==> config.mk <==
export PLATFORM = sky130hd
export DESIGN_NAME = rirq_device_flat
export DESIGN_NICKNAME = d
export VERILOG_FILES = /design/src/design/rirq_pkg.sv /design/src/design/rirq_if.sv /design/src/design/rirq_device.sv /design/src/flat_wrapper.sv
export VERILOG_INCLUDE_DIRS = /design/src /design/src/design
export SDC_FILE = /design/constraint.sdc
export NUM_CORES = 1
export LEC_CHECK = 0
export BUFFER_PORTS_ARGS = -buffer_cell sky130_fd_sc_hd__buf_2
export CAP_MARGIN = 25
export CORE_MARGIN = 1.5
export CORE_UTILIZATION = 30
export CTS_BUF_LIST = sky130_fd_sc_hd__clkbuf_16
export DETAILED_ROUTE_END_ITERATION = 16
export PLACE_DENSITY = 0.54
export SLEW_MARGIN = 20
export SYNTH_ARGS = -nofsm -noshare
export SYNTH_HDL_FRONTEND = slang
export SYNTH_SLANG_ARGS = --single-unit
==> constraint.sdc <==
create_clock -name clk_i -period 2.3 [get_ports clk_i]
set_input_delay 0.345 -clock clk_i [delete_from_list [all_inputs] [get_ports clk_i]]
set_output_delay 0.345 -clock clk_i [all_outputs]
set_load 0.03 [all_outputs]
==> src/design/rirq_consts.svh <==
// register offsets, field positions, reset values and sizes of the irq block
`ifndef RIRQ_CONSTS_SVH
`define RIRQ_CONSTS_SVH

// device register offsets (index on the device register port)
`define RIRQ_ADDR_ROUTE       8'h0d
`define RIRQ_ADDR_CTRL        8'h0e
`define RIRQ_ADDR_LEVEL       8'h0f

// routing register fields
`define RIRQ_SEL0_HI          7
`define RIRQ_SEL0_LO          6
`define RIRQ_SEL1_HI          5
`define RIRQ_SEL1_LO          4
`define RIRQ_TXSEL_BIT        3
`define RIRQ_FULL_BIT         2
`define RIRQ_NEMPTY_BIT       1
`define RIRQ_OVR_BIT          0

// control register fields
`define RIRQ_METHOD_BIT       7
`define RIRQ_FILL_BIT         6
`define RIRQ_TXDONE_BIT       5
`define RIRQ_TXSTART_BIT      4
`define RIRQ_ALARM_EN_BIT     3
`define RIRQ_ALARM_BIT        2
`define RIRQ_LOCK_BIT         1
`define RIRQ_LOCK_EN_BIT      0

// reset values
`define RIRQ_SEL_RST          2'h0
`define RIRQ_LEVEL_RST        8'h00
`define RIRQ_LOCK_EN_RST      1'b1

// data mode codes
`define RIRQ_MODE_CONT        2'h0
`define RIRQ_MODE_BUF         2'h1

// fifo size in bytes
`define RIRQ_FIFO_DEPTH       64

// host command/status registers on apb
`define RIRQ_APB_CMD          12'h000
`define RIRQ_APB_STATUS       12'h004
`define RIRQ_CMD_GO_BIT       31
`define RIRQ_CMD_WR_BIT       16
`define RIRQ_STS_BUSY_BIT     0
`define RIRQ_STS_IRQ0_BIT     16
`define RIRQ_STS_IRQ1_BIT     17
`define RIRQ_STS_LOCK_BIT     18

`endif

==> src/design/rirq_pkg.sv <==
// types shared by both ends of the irq routing block
package rirq_pkg;

   // transceiver operating state
   typedef enum logic [1:0] {
      RIRQ_STBY,
      RIRQ_RX,
      RIRQ_TX,
      RIRQ_SLEEP
   } rirq_xcvr_type;

   // host command sequencer
   typedef enum logic [0:0] {
      RIRQ_IDLE,
      RIRQ_WAIT
   } rirq_hstate_type;

   // whole device-end state
   typedef struct packed {
      logic [1:0] sel0;
      logic [1:0] sel1;
      logic       tx_sel;
      logic       overrun;
      logic       fill_method;
      logic       fill_flag;
      logic       manual_fill;
      logic       tx_done;
      logic       tx_start_sel;
      logic       alarm_en;
      logic       alarm_flag;
      logic       lock_flag;
      logic       lock_en;
      logic [7:0] level;
      logic [7:0] rdata;
      logic       ack;
      logic       flush;
      logic       in_tx;
   } rirq_dev_type;

   // whole host-end state
   typedef struct packed {
      rirq_hstate_type st;
      logic            req;
      logic            wr;
      logic [7:0]      addr;
      logic [7:0]      wdata;
      logic [7:0]      rdata;
      logic [31:0]     prdata;
      logic            pslverr;
   } rirq_host_type;

endpackage : rirq_pkg

==> src/design/rirq_if.sv <==
// link between the irq block and its host: register port and irq pins
`timescale 1ns/100ps
interface rirq_if;
   logic       reg_req;     // one-cycle register access request
   logic       reg_wr;      // 1 write, 0 read
   logic [7:0] reg_addr;
   logic [7:0] reg_wdata;
   logic [7:0] reg_rdata;
   logic       reg_ack;     // one-cycle answer, the cycle after reg_req
   logic       irq0;
   logic       irq1;
   logic       lock_pin_o;  // lock pin drive value
   logic       lock_pin_oe; // high while the device drives the lock pin

   modport device (input reg_req, reg_wr, reg_addr, reg_wdata,
                   output reg_rdata, reg_ack, irq0, irq1, lock_pin_o, lock_pin_oe);
   modport host   (output reg_req, reg_wr, reg_addr, reg_wdata,
                   input reg_rdata, reg_ack, irq0, irq1, lock_pin_o, lock_pin_oe);
endinterface : rirq_if

==> src/design/rirq_device.sv <==
// device end: irq source routing, fifo flags, fill and tx start control
//
// Added by the designer: the APB slave port.
`timescale 1ns/100ps
// parameter defaults use these macros, so they must be known before the header
`include "rirq_consts.svh"

// Summary of operation
// continuous rx/stby line0: sync, 01 gives alarm
// buffered/packet rx/stby line0 selector mapping
// continuous rx/stby line1 carries recovered bit clock
// buffered/packet rx/stby line1 selector mapping
// fifo level sources valid in standby too
// tx line1: bit clock, fifo-full or done
// read-only fifo-full status bit
// read-only active-high fifo-not-empty bit
// sticky overrun; write one clears and flushes
// fill method bit: auto on sync or manual
// auto fill flag; write one re-arms if no overrun
// host starts and stops manual fill
// manual fill: one starts, zero stops
// tx-done set when last bit shifted out
// buffered tx start: full or not empty
// packet tx start: threshold or not empty
// alarm enable bit resets zero, gates alarm
// sticky alarm when strength exceeds level; w1c
// lock status bit, write one clears
// lock pin enable routes flag, else released
// eight-bit alarm level compared to strength
// irq lines follow selection with no latency
module rirq_device #(
   parameter int FIFO_DEPTH = `RIRQ_FIFO_DEPTH
) (
   input  wire logic                  clk_i,
   input  wire logic                  srst_i,
   rirq_if.device                     link,
   input  wire logic [1:0]            data_mode_i,
   input  wire rirq_pkg::rirq_xcvr_type xcvr_state_i,
   input  wire logic                  sync_det_i,
   input  wire logic                  write_byte_i,
   input  wire logic                  payload_ready_i,
   input  wire logic                  addr_filt_en_i,
   input  wire logic                  addr_match_i,
   input  wire logic                  crc_ok_i,
   input  wire logic                  recovered_bit_clock_i,
   input  wire logic                  shift_empty_i,
   input  wire logic [6:0]            fifo_count_i,
   input  wire logic                  fifo_overrun_i,
   input  wire logic [6:0]            queue_level_setting_i,
   input  wire logic [7:0]            signal_strength_i,
   input  wire logic                  pll_lock_i,
   output logic                       fifo_flush_o,
   output logic                       fill_enable_o,
   output logic                       tx_start_o
);
   import rirq_pkg::*;

   rirq_dev_type s_r;
   rirq_dev_type s_nxt;

   logic fifo_full;
   logic fifo_nempty;
   logic fifo_thr;
   logic alarm_src;
   logic rx_side;
   logic buf_mode;
   logic cont_mode;
   logic wr13;
   logic wr14;
   logic wr15;

   // fifo level flags, also meaningful in standby
   assign fifo_full   = (fifo_count_i >= 7'(FIFO_DEPTH));
   assign fifo_nempty = (fifo_count_i != 7'h00);
   assign fifo_thr    = (fifo_count_i >= queue_level_setting_i);

   assign alarm_src = s_r.alarm_flag;
   assign rx_side   = (xcvr_state_i == RIRQ_RX) || (xcvr_state_i == RIRQ_STBY);
   assign buf_mode  = (data_mode_i == `RIRQ_MODE_BUF);
   assign cont_mode = (data_mode_i == `RIRQ_MODE_CONT);

   assign wr13 = link.reg_req && link.reg_wr && (link.reg_addr == `RIRQ_ADDR_ROUTE);
   assign wr14 = link.reg_req && link.reg_wr && (link.reg_addr == `RIRQ_ADDR_CTRL);
   assign wr15 = link.reg_req && link.reg_wr && (link.reg_addr == `RIRQ_ADDR_LEVEL);

   ////////////////////////////////////////////////////////////////////////////
   // irq line multiplexers, purely combinational so lines track selection
   always_comb begin
      link.irq0 = 1'b0;
      link.irq1 = 1'b0;
      if (rx_side) begin
         if (cont_mode) begin
            link.irq0 = (s_r.sel0 == 2'h1) ? alarm_src : sync_det_i;
            link.irq1 = recovered_bit_clock_i;
         end else begin
            unique case (s_r.sel0)
               2'h0: link.irq0 = buf_mode ? 1'b0 : payload_ready_i;
               2'h1: link.irq0 = write_byte_i;
               2'h2: link.irq0 = fifo_nempty;
               2'h3: link.irq0 = (!buf_mode && addr_filt_en_i) ? addr_match_i
                                                               : sync_det_i;
            endcase
            unique case (s_r.sel1)
               2'h0: link.irq1 = buf_mode ? 1'b0 : crc_ok_i;
               2'h1: link.irq1 = fifo_full;
               2'h2: link.irq1 = alarm_src;
               2'h3: link.irq1 = fifo_thr;
            endcase
         end
      end else if (xcvr_state_i == RIRQ_TX) begin
         if (cont_mode) begin
            link.irq1 = recovered_bit_clock_i;
         end else begin
            link.irq1 = s_r.tx_sel ? s_r.tx_done : fifo_full;
            // tx line0: fifo threshold when not buffered and start choice zero, else not-empty
            link.irq0 = (!buf_mode && !s_r.tx_start_sel) ? fifo_thr
                                                         : fifo_nempty;
         end
      end
   end

   ////////////////////////////////////////////////////////////////////////////
   // next state: register writes, sticky flags (set beats clear), read data
   always_comb begin
      s_nxt       = s_r;
      s_nxt.ack   = link.reg_req;
      s_nxt.flush = 1'b0;
      s_nxt.in_tx = (xcvr_state_i == RIRQ_TX);

      if (wr13) begin
         s_nxt.sel0   = link.reg_wdata[`RIRQ_SEL0_HI:`RIRQ_SEL0_LO];
         s_nxt.sel1   = link.reg_wdata[`RIRQ_SEL1_HI:`RIRQ_SEL1_LO];
         s_nxt.tx_sel = link.reg_wdata[`RIRQ_TXSEL_BIT];
         if (link.reg_wdata[`RIRQ_OVR_BIT]) begin
            s_nxt.overrun = 1'b0;
            s_nxt.flush   = 1'b1;
         end
      end
      if (fifo_overrun_i) begin
         s_nxt.overrun = 1'b1;
      end

      if (wr14) begin
         s_nxt.fill_method  = link.reg_wdata[`RIRQ_METHOD_BIT];
         s_nxt.tx_start_sel = link.reg_wdata[`RIRQ_TXSTART_BIT];
         s_nxt.alarm_en     = link.reg_wdata[`RIRQ_ALARM_EN_BIT];
         s_nxt.lock_en      = link.reg_wdata[`RIRQ_LOCK_EN_BIT];
         if (link.reg_wdata[`RIRQ_METHOD_BIT]) begin
            s_nxt.manual_fill = link.reg_wdata[`RIRQ_FILL_BIT];
         end else if (link.reg_wdata[`RIRQ_FILL_BIT] && !s_r.overrun) begin
            s_nxt.fill_flag = 1'b0;
         end
         if (link.reg_wdata[`RIRQ_ALARM_BIT]) begin
            s_nxt.alarm_flag = 1'b0;
         end
         if (link.reg_wdata[`RIRQ_LOCK_BIT]) begin
            s_nxt.lock_flag = 1'b0;
         end
      end
      // sets placed after clears so a same-cycle event is never lost
      if (buf_mode && !s_r.fill_method && sync_det_i && !s_r.overrun) begin
         s_nxt.fill_flag = 1'b1;
      end
      if (s_r.alarm_en && (signal_strength_i > s_r.level)) begin
         s_nxt.alarm_flag = 1'b1;
      end
      if (pll_lock_i) begin
         s_nxt.lock_flag = 1'b1;
      end

      // done flag rearms on entry into tx, set when shifter drains
      if (!s_r.in_tx && s_nxt.in_tx) begin
         s_nxt.tx_done = 1'b0;
      end
      if (s_r.in_tx && shift_empty_i && !fifo_nempty) begin
         s_nxt.tx_done = 1'b1;
      end

      if (wr15) begin
         s_nxt.level = link.reg_wdata;
      end

      // read data captured at the request, status seen the same cycle
      if (link.reg_req && !link.reg_wr) begin
         unique case (link.reg_addr)
            `RIRQ_ADDR_ROUTE: s_nxt.rdata = {s_r.sel0, s_r.sel1, s_r.tx_sel,
                                             fifo_full,
                                             fifo_nempty,
                                             s_r.overrun};
            `RIRQ_ADDR_CTRL:  s_nxt.rdata = {s_r.fill_method,
                                             s_r.fill_method ? s_r.manual_fill
                                                             : s_r.fill_flag,
                                             s_r.tx_done, s_r.tx_start_sel,
                                             s_r.alarm_en, s_r.alarm_flag,
                                             s_r.lock_flag, s_r.lock_en};
            `RIRQ_ADDR_LEVEL: s_nxt.rdata = s_r.level;
            default:          s_nxt.rdata = 8'h00; // unmapped reads zero
         endcase
      end
   end

   ////////////////////////////////////////////////////////////////////////////
   // state register
   always_ff @(posedge clk_i) begin
      if (srst_i) begin
         s_r              <= '0;
         s_r.sel0         <= `RIRQ_SEL_RST;
         s_r.sel1         <= `RIRQ_SEL_RST;
         s_r.level        <= `RIRQ_LEVEL_RST;
         s_r.lock_en      <= `RIRQ_LOCK_EN_RST;
         s_r.alarm_en     <= 1'b0;
      end else begin
         s_r <= s_nxt;
      end
   end

   ////////////////////////////////////////////////////////////////////////////
   // outputs
   assign link.reg_rdata  = s_r.rdata;
   assign link.reg_ack    = s_r.ack;
   assign link.lock_pin_o  = s_r.lock_flag;
   assign link.lock_pin_oe = s_r.lock_en;
   assign fifo_flush_o    = s_r.flush;

   // storing bytes: buffered mode follows method, other modes always store
   assign fill_enable_o = !buf_mode ? 1'b1 :
                          (s_r.fill_method ? s_r.manual_fill : s_r.fill_flag);

   // transmit start condition
   always_comb begin
      tx_start_o = 1'b0;
      if (s_r.in_tx && !cont_mode) begin
         if (s_r.tx_start_sel) begin
            tx_start_o = fifo_nempty;
         end else begin
            tx_start_o = buf_mode ? fifo_full : fifo_thr;
         end
      end
   end

endmodule : rirq_device

==> src/flat_wrapper.sv <==
// flat-port wrapper written by rule: the top's interface ports become plain ports
module rirq_device_flat import rirq_pkg::*;
#(
   parameter int FIFO_DEPTH = `RIRQ_FIFO_DEPTH
)
  (clk_i, srst_i, data_mode_i, xcvr_state_i, sync_det_i, write_byte_i, payload_ready_i, addr_filt_en_i, addr_match_i, crc_ok_i, recovered_bit_clock_i, shift_empty_i, fifo_count_i, fifo_overrun_i, queue_level_setting_i, signal_strength_i, pll_lock_i, fifo_flush_o, fill_enable_o, tx_start_o, link_reg_req, link_reg_wr, link_reg_addr, link_reg_wdata, link_reg_rdata, link_reg_ack, link_irq0, link_irq1, link_lock_pin_o, link_lock_pin_oe);
  rirq_if link_i ();
  input  wire logic clk_i;
  input  wire logic srst_i;
  input  wire logic [1:0] data_mode_i;
  input  wire rirq_pkg::rirq_xcvr_type xcvr_state_i;
  input  wire logic sync_det_i;
  input  wire logic write_byte_i;
  input  wire logic payload_ready_i;
  input  wire logic addr_filt_en_i;
  input  wire logic addr_match_i;
  input  wire logic crc_ok_i;
  input  wire logic recovered_bit_clock_i;
  input  wire logic shift_empty_i;
  input  wire logic [6:0] fifo_count_i;
  input  wire logic fifo_overrun_i;
  input  wire logic [6:0] queue_level_setting_i;
  input  wire logic [7:0] signal_strength_i;
  input  wire logic pll_lock_i;
  output logic fifo_flush_o;
  output logic fill_enable_o;
  output logic tx_start_o;
  input wire logic [$bits(link_i.reg_req)-1:0] link_reg_req;
  input wire logic [$bits(link_i.reg_wr)-1:0] link_reg_wr;
  input wire logic [$bits(link_i.reg_addr)-1:0] link_reg_addr;
  input wire logic [$bits(link_i.reg_wdata)-1:0] link_reg_wdata;
  output wire logic [$bits(link_i.reg_rdata)-1:0] link_reg_rdata;
  output wire logic [$bits(link_i.reg_ack)-1:0] link_reg_ack;
  output wire logic [$bits(link_i.irq0)-1:0] link_irq0;
  output wire logic [$bits(link_i.irq1)-1:0] link_irq1;
  output wire logic [$bits(link_i.lock_pin_o)-1:0] link_lock_pin_o;
  output wire logic [$bits(link_i.lock_pin_oe)-1:0] link_lock_pin_oe;
  assign link_i.reg_req = link_reg_req;
  assign link_i.reg_wr = link_reg_wr;
  assign link_i.reg_addr = link_reg_addr;
  assign link_i.reg_wdata = link_reg_wdata;
  assign link_reg_rdata = link_i.reg_rdata;
  assign link_reg_ack = link_i.reg_ack;
  assign link_irq0 = link_i.irq0;
  assign link_irq1 = link_i.irq1;
  assign link_lock_pin_o = link_i.lock_pin_o;
  assign link_lock_pin_oe = link_i.lock_pin_oe;
  rirq_device #(.FIFO_DEPTH(FIFO_DEPTH)) u_core (.clk_i(clk_i), .srst_i(srst_i), .link(link_i), .data_mode_i(data_mode_i), .xcvr_state_i(xcvr_state_i), .sync_det_i(sync_det_i), .write_byte_i(write_byte_i), .payload_ready_i(payload_ready_i), .addr_filt_en_i(addr_filt_en_i), .addr_match_i(addr_match_i), .crc_ok_i(crc_ok_i), .recovered_bit_clock_i(recovered_bit_clock_i), .shift_empty_i(shift_empty_i), .fifo_count_i(fifo_count_i), .fifo_overrun_i(fifo_overrun_i), .queue_level_setting_i(queue_level_setting_i), .signal_strength_i(signal_strength_i), .pll_lock_i(pll_lock_i), .fifo_flush_o(fifo_flush_o), .fill_enable_o(fill_enable_o), .tx_start_o(tx_start_o));
endmodule
==> results of run 1 <==
area by class of cell:
cell class                 count  area (um^2)  share of cell area
tap                           96          120              0.0445
sequential                    34          681               0.252
timing repair buffer          75          385               0.143
clock inverter                 3         37.5              0.0139
inverter                      17         63.8              0.0236
multi-input combinational    187         1290               0.477
clock buffer                   5          125              0.0463
layout by cell type, fill, tap and decap left out, types with 2 or more instances in the layout:
| master | netlist | routed |
|---|---|---|
| nand2_1 | 30 | 30 |
| nand4_1 | 4 | 4 |
| o211ai_1 | 4 | 4 |
| nand3b_1 | 2 | 2 |
| a22oi_1 | 9 | 9 |
| nor2_1 | 23 | 23 |
| o21ai_0 | 9 | 9 |
| inv_1 | 17 | 19 |
| nor4_4 | 3 | 4 |
| buf_4 | 8 | 4 |
| mux2i_1 | 8 | 8 |
| dfxtp_1 | 34 | 34 |
| mux2_2 | 9 | 9 |
| nand3_1 | 6 | 6 |
| o22ai_1 | 2 | 2 |
| clkbuf_16 | 0 | 5 |
| ha_1 | 15 | 15 |
| a21oi_1 | 24 | 24 |
| nor2b_1 | 6 | 6 |
| buf_2 | 1 | 71 |
| nand2b_1 | 10 | 10 |
| a22o_1 | 6 | 6 |
| nor3_1 | 2 | 2 |
power by group:
part           total, mW  switching, mW  internal, mW
Combinational      0.196          0.113        0.0829
Sequential         0.599        0.00376         0.595
Clock              0.733          0.230         0.502
registers in the layout (all words and copies together) (netlist names):
name,cells
u_core.link.lock_pin_o,1
u_core.link.reg_ack,1
u_core.link.lock_pin_oe,1
u_core.alarm_src,1
u_core.fifo_flush_o,1
u_core.link.reg_rdata,8
u_core.s_r,21
kinds of logic (layout without fill, tap and decap cells):
kind of cell,Yosys count,count (layout),share of synthesized area
flops,34,34,0.321
buf+inv,35,100,0.0802
compound gates,62,62,0.186
fa+ha+maj,15,15,0.0884
simple gates,93,93,0.239
mux,17,17,0.0855
metal layers:
layer / vias up / track usage
met5: - / 0
met4: 0 / 0.0390
met3: 4 / 0.0370
met2: 59 / 0.234
met1: 883 / 0.192
li1: 1032 / -
critical path, stage by stage:
cell and delay, ns:
buf_2 0.11, or4_1 0.58, nor4_4 0.24, nand4b_1 0.13, o211ai_1 0.11, o22ai_1 0.09, buf_2 0.19
what timing repair did:
action	4_1_cts	5_1_grt
buffers inserted	0	0
setup endpoints to repair	0	2
resized for setup	0	2
path summary, 6_finish.rpt:
kind / start / end / slack [ns] / cells after the start
setup / recovery: fifo_count_i[3] / link_irq0 / 0.16 / 7
setup reg to reg: u_core.s_r[12] / u_core.alarm_src / 0.67 / 7
hold / removal: pll_lock_i / u_core.link.lock_pin_o / 0.28 / 3
hold reg to reg: u_core.s_r[17] / u_core.s_r[17] / 0.47 / 2
==> metrics.csv, run 1 <==
stage,metric,value,unit
timing,fin_crit_sh,0.930,
clock_tree,numCtsBuffers,5,
placement,place_ws,0.0736,ns
drt,wl_met1,2610,um
final_layout,antennaDiodeCount,0,
final_layout,syn2layout_area_growth,27.2,%
clock_tree,path_clk_slew,0.05,ns
floorplanning,start_util,0.311,
timing,holdWs,0.276,ns
logic_synthesis,yosys.area.top_type_share,0.321,
floorplanning,die_w,87.1,um
grt,grt-ovfl-total,0,
logic_synthesis,synth_warnings,0,
timing,relSlewSlack,0.580,
clock_tree,tritoncts,yes,
status,outcome,"finished, final reports clean",
grt,grt_pass1_wl,8630,um
logic_synthesis,synth-seq-area-share,0.321,
grt,grt_usage,0.145,
timing,min_period,2.14,ns
drt,topRoutingLayerUsed,met4,
grt,grt_max_degree,36,
drt,initialDrtViolationCount,101,
timing,fin_setup_tns,0,ns
critical_path,path_class,primary input to output port,
placement,dp_cells,409,
final_layout,postLayoutCellArea,2700,um^2
drt,wire_per_inst,13.1,um
drt,dr.pass1.iters,4,
timing,rsz0062_at_grt,false,
clock_tree,htreeDepth,2,
drt,drt-total-wl,5460,um
logic_synthesis,synth_nets,327,
placement,port_buffers,71,
final_layout,nNetsFinal,391,
final_layout,fin_cells,417,
drt,vias_per_cell,4.74,
floorplanning,num_io_pins,72,
timing,drv_slew,0,
logic_synthesis,synth_top_area_cell,dfxtp_1,
clock_tree,cts-root-buf,clkbuf_16,
critical_path,startpoint_type,primary input,
placement,place_congestion,0.763,
logic_synthesis,yosysMostFrequentCell,dfxtp_1,
critical_path,critPathRequiredTime,1.96,ns
critical_path,arrival,1.79,ns
timing,max_freq,468,MHz
pwr,p_per_area,566,nW/um^2
logic_synthesis,yosys.cell_types.count,39,
clock_tree,clock-sinks,34,
grt,grt_antenna_before_repair,0,
logic_synthesis,syn_inst,256,
logic_synthesis,ys.flop_type,dfxtp_1,
final_layout,drive_gt1_frac,0.305,
clock_tree,clk_path_buf_depth,2,
timing,finalSetupViolCount,0,
logic_synthesis,syn_area,2120,um^2
timing,fin_ws,0.162,ns
job,maxCapViolCount,0,
grt,grt_pass1_vias,1825,
placement,placedInstanceArea,2520,um^2
worst_hold_path,min_path_type,primary input to register,
drt,post-route-drc-count,0,
placement,hpwlAfterDp,4240,um
final_layout,utilization,0.395,
drt,met2_length,2440,um
logic_synthesis,avgSynthCellArea,8.29,um^2
pwr,power,1.53,mW
pwr,leakage,1.13,nW
critical_path,critical_path_peak_fanout,4,
pwr,ir_drop,0.247,mV
clock_tree,clock_latency,0.27,ns
timing,finalHoldViolCount,0,
drt,drtAntennaViolNets,0,
floorplanning,num_rows,30,
final_layout,num-fill-cells,750,
drt,num_vias,1978,
floorplanning,die_height,87.1,um
floorplanning,die_area,7590,um^2
logic_synthesis,synth-seq-cells,34,
drt,met3_length,377,um
critical_path,worst_setup_path_end_kind,output port,
logic_synthesis,yosys-top-cells-area,"dfxtp_1, ha_1, a21oi_1",
floorplanning,fp.coreArea,6830,um^2
logic_synthesis,synth_edf_count,0,
logic_synthesis,synth_async_sr_flop_share,0,
logic_synthesis,synth_common_cells,"dfxtp_1, nand2_1, a21oi_1, nor2_1, inv_1",
timing,fin_worst_skew,0.00493,ns
timing,tightest_slew,0.630,ns
clock_tree,holdBufCountCts,0,
No activity file was read; power rests on OpenSTA's default activity.
==> run 2: changes to the inputs <==
Clock period 2.3 ns to 2.4 ns, I/O delays scaled along.
==> metrics.csv, run 2 (synthesis gave the netlist of run 1 again) <==
stage,metric,value,unit
critical_path,arrival,1.94,ns
grt,grt-ovfl-total,0,
critical_path,critPathRequiredTime,2.04,ns
timing,relSlewSlack,0.582,
timing,fin_ws,0.0986,ns
floorplanning,die_height,87.1,um
critical_path,startpoint_type,primary input,
drt,drt-total-wl,5330,um
drt,drtAntennaViolNets,0,
pwr,leakage,1.11,nW
clock_tree,cts_resized,0,
worst_hold_path,min_to,u_core.link.lock_pin_o,
drt,post-route-drc-count,0,
timing,fin_crit_sh,0.959,
placement,placedInstanceArea,2510,um^2
clock_tree,clk_path_buf_depth,2,
placement,port_buffers,71,
final_layout,antennaDiodeCount,0,
timing,rsz0062_at_grt,false,
floorplanning,num_io_pins,72,
grt,grt_usage,0.146,
grt,grt_antenna_before_repair,0,
final_layout,layout_common_cells,"buf_2, dfxtp_1, nand2_1",
clock_tree,clock_latency,0.28,ns
grt,grt_pass1_vias,1826,
worst_hold_path,min_path_type,primary input to register,
grt,grt_pass1_wl,8610,um
grt,grt_max_degree,36,
clock_tree,postCtsSetupBuffers,0,
floorplanning,die_w,87.1,um
floorplanning,start_util,0.311,
timing,finalHoldViolCount,0,
clock_tree,holdBufCountCts,0,
timing,drv_slew,0,
final_layout,postLayoutCellArea,2670,um^2
worst_hold_path,hold_path_startpoint,pll_lock_i,
drt,num_vias,1928,
critical_path,reg2reg_depth,7,
pwr,p_per_area,549,nW/um^2
clock_tree,htreeDepth,2,
final_layout,layout_commonest_cell,buf_2,
placement,hpwlAfterDp,4210,um
timing,tightest_slew,0.627,ns
status,outcome,"finished, final reports clean",
floorplanning,fp.coreArea,6830,um^2
drt,dr.pass1.iters,4,
floorplanning,num_rows,30,
final_layout,largest_reg_flops,21,
critical_path,path_class,primary input to output port,
clock_tree,cts-root-buf,clkbuf_16,
drt,wire_per_inst,12.8,um
timing,fin_worst_skew,0.00533,ns
floorplanning,die_area,7590,um^2
job,maxCapViolCount,0,
clock_tree,numCtsBuffers,5,
timing,max_freq,435,MHz
critical_path,critical_path_peak_fanout,6,
critical_path,startpoint,fifo_count_i[6],
critical_path,rr_endpoint,u_core.alarm_src,
timing,finalSetupViolCount,0,
final_layout,multiInputGateArea,1270,um^2
final_layout,drive_gt1_frac,0.298,
clock_tree,clock-sinks,34,
final_layout,num-fill-cells,741,
final_layout,syn2layout_area_growth,25.8,%
drt,vias_per_cell,4.65,
pwr,ir_drop,0.250,mV
final_layout,largest-register,u_core.s_r,
clock_tree,path_clk_slew,0.05,ns
worst_hold_path,hold_depth,3,
critical_path,worst_setup_path_end_kind,output port,
drt,initialDrtViolationCount,57,
critical_path,worst-r2r-setup-slack,0.78,ns
timing,min_period,2.30,ns
clock_tree,tritoncts,yes,
placement,place_congestion,0.763,
timing,fin_setup_tns,0,ns
critical_path,timing.rr.start,u_core.s_r[12],
final_layout,seq_area,681,um^2
placement,place_ws,0.138,ns
final_layout,nNetsFinal,389,
run 2: area by class of cell:
cell class | instances | area share
clock buffer | 5 | 0.0469
clock inverter | 3 | 0.0141
inverter | 17 | 0.0239
multi-input combinational | 187 | 0.476
sequential | 34 | 0.255
tap | 96 | 0.0450
timing repair buffer | 73 | 0.139
run 2: worst max-delay path by stage:
stage,to,cells after the start
2_1_floorplan,tx_start_o,7
3_3_place_gp,link_irq0,7
3_5_place_dp,link_irq0,7
4_1_cts,link_irq0,7
5_1_grt,link_irq0,7
6_report,link_irq0,7
run 2: report_power, final:
part,internal (mW),switching [mW],total (mW)
logic,0.0783,0.106,0.184
clock network,0.481,0.227,0.709
registers,0.570,0.00335,0.573
run 2: routing by layer:
| layer | GRT usage | vias up | share of wire |
|---|---|---|---|
| met5 | 0 | - | 0 |
| met4 | 0.0433 | 0 | 0.012 |
| met3 | 0.0464 | 6 | 0.063 |
| met2 | 0.229 | 55 | 0.43 |
| met1 | 0.191 | 834 | 0.50 |
| li1 | - | 1033 | - |
run 2: stage by stage:
stage	util	cells	hold WS (ns)	power, mW
finish	0.391	415	0.287	1.47
global route	0.391	415	0.320	1.53
CTS	0.391	415	0.285	1.48
detailed placement	0.367	407	0.455	0.771
global placement	0.367	407	0.452	0.771
floorplan	-	256	0.436	0.691
run 2: worst max-delay path, cell delays in order:
cell and delay, ns:
buf_2 0.14, ha_1 0.33, a41oi_1 0.27, o21ai_0 0.13, o41ai_1 0.38, o22ai_1 0.13
buf_2 0.20
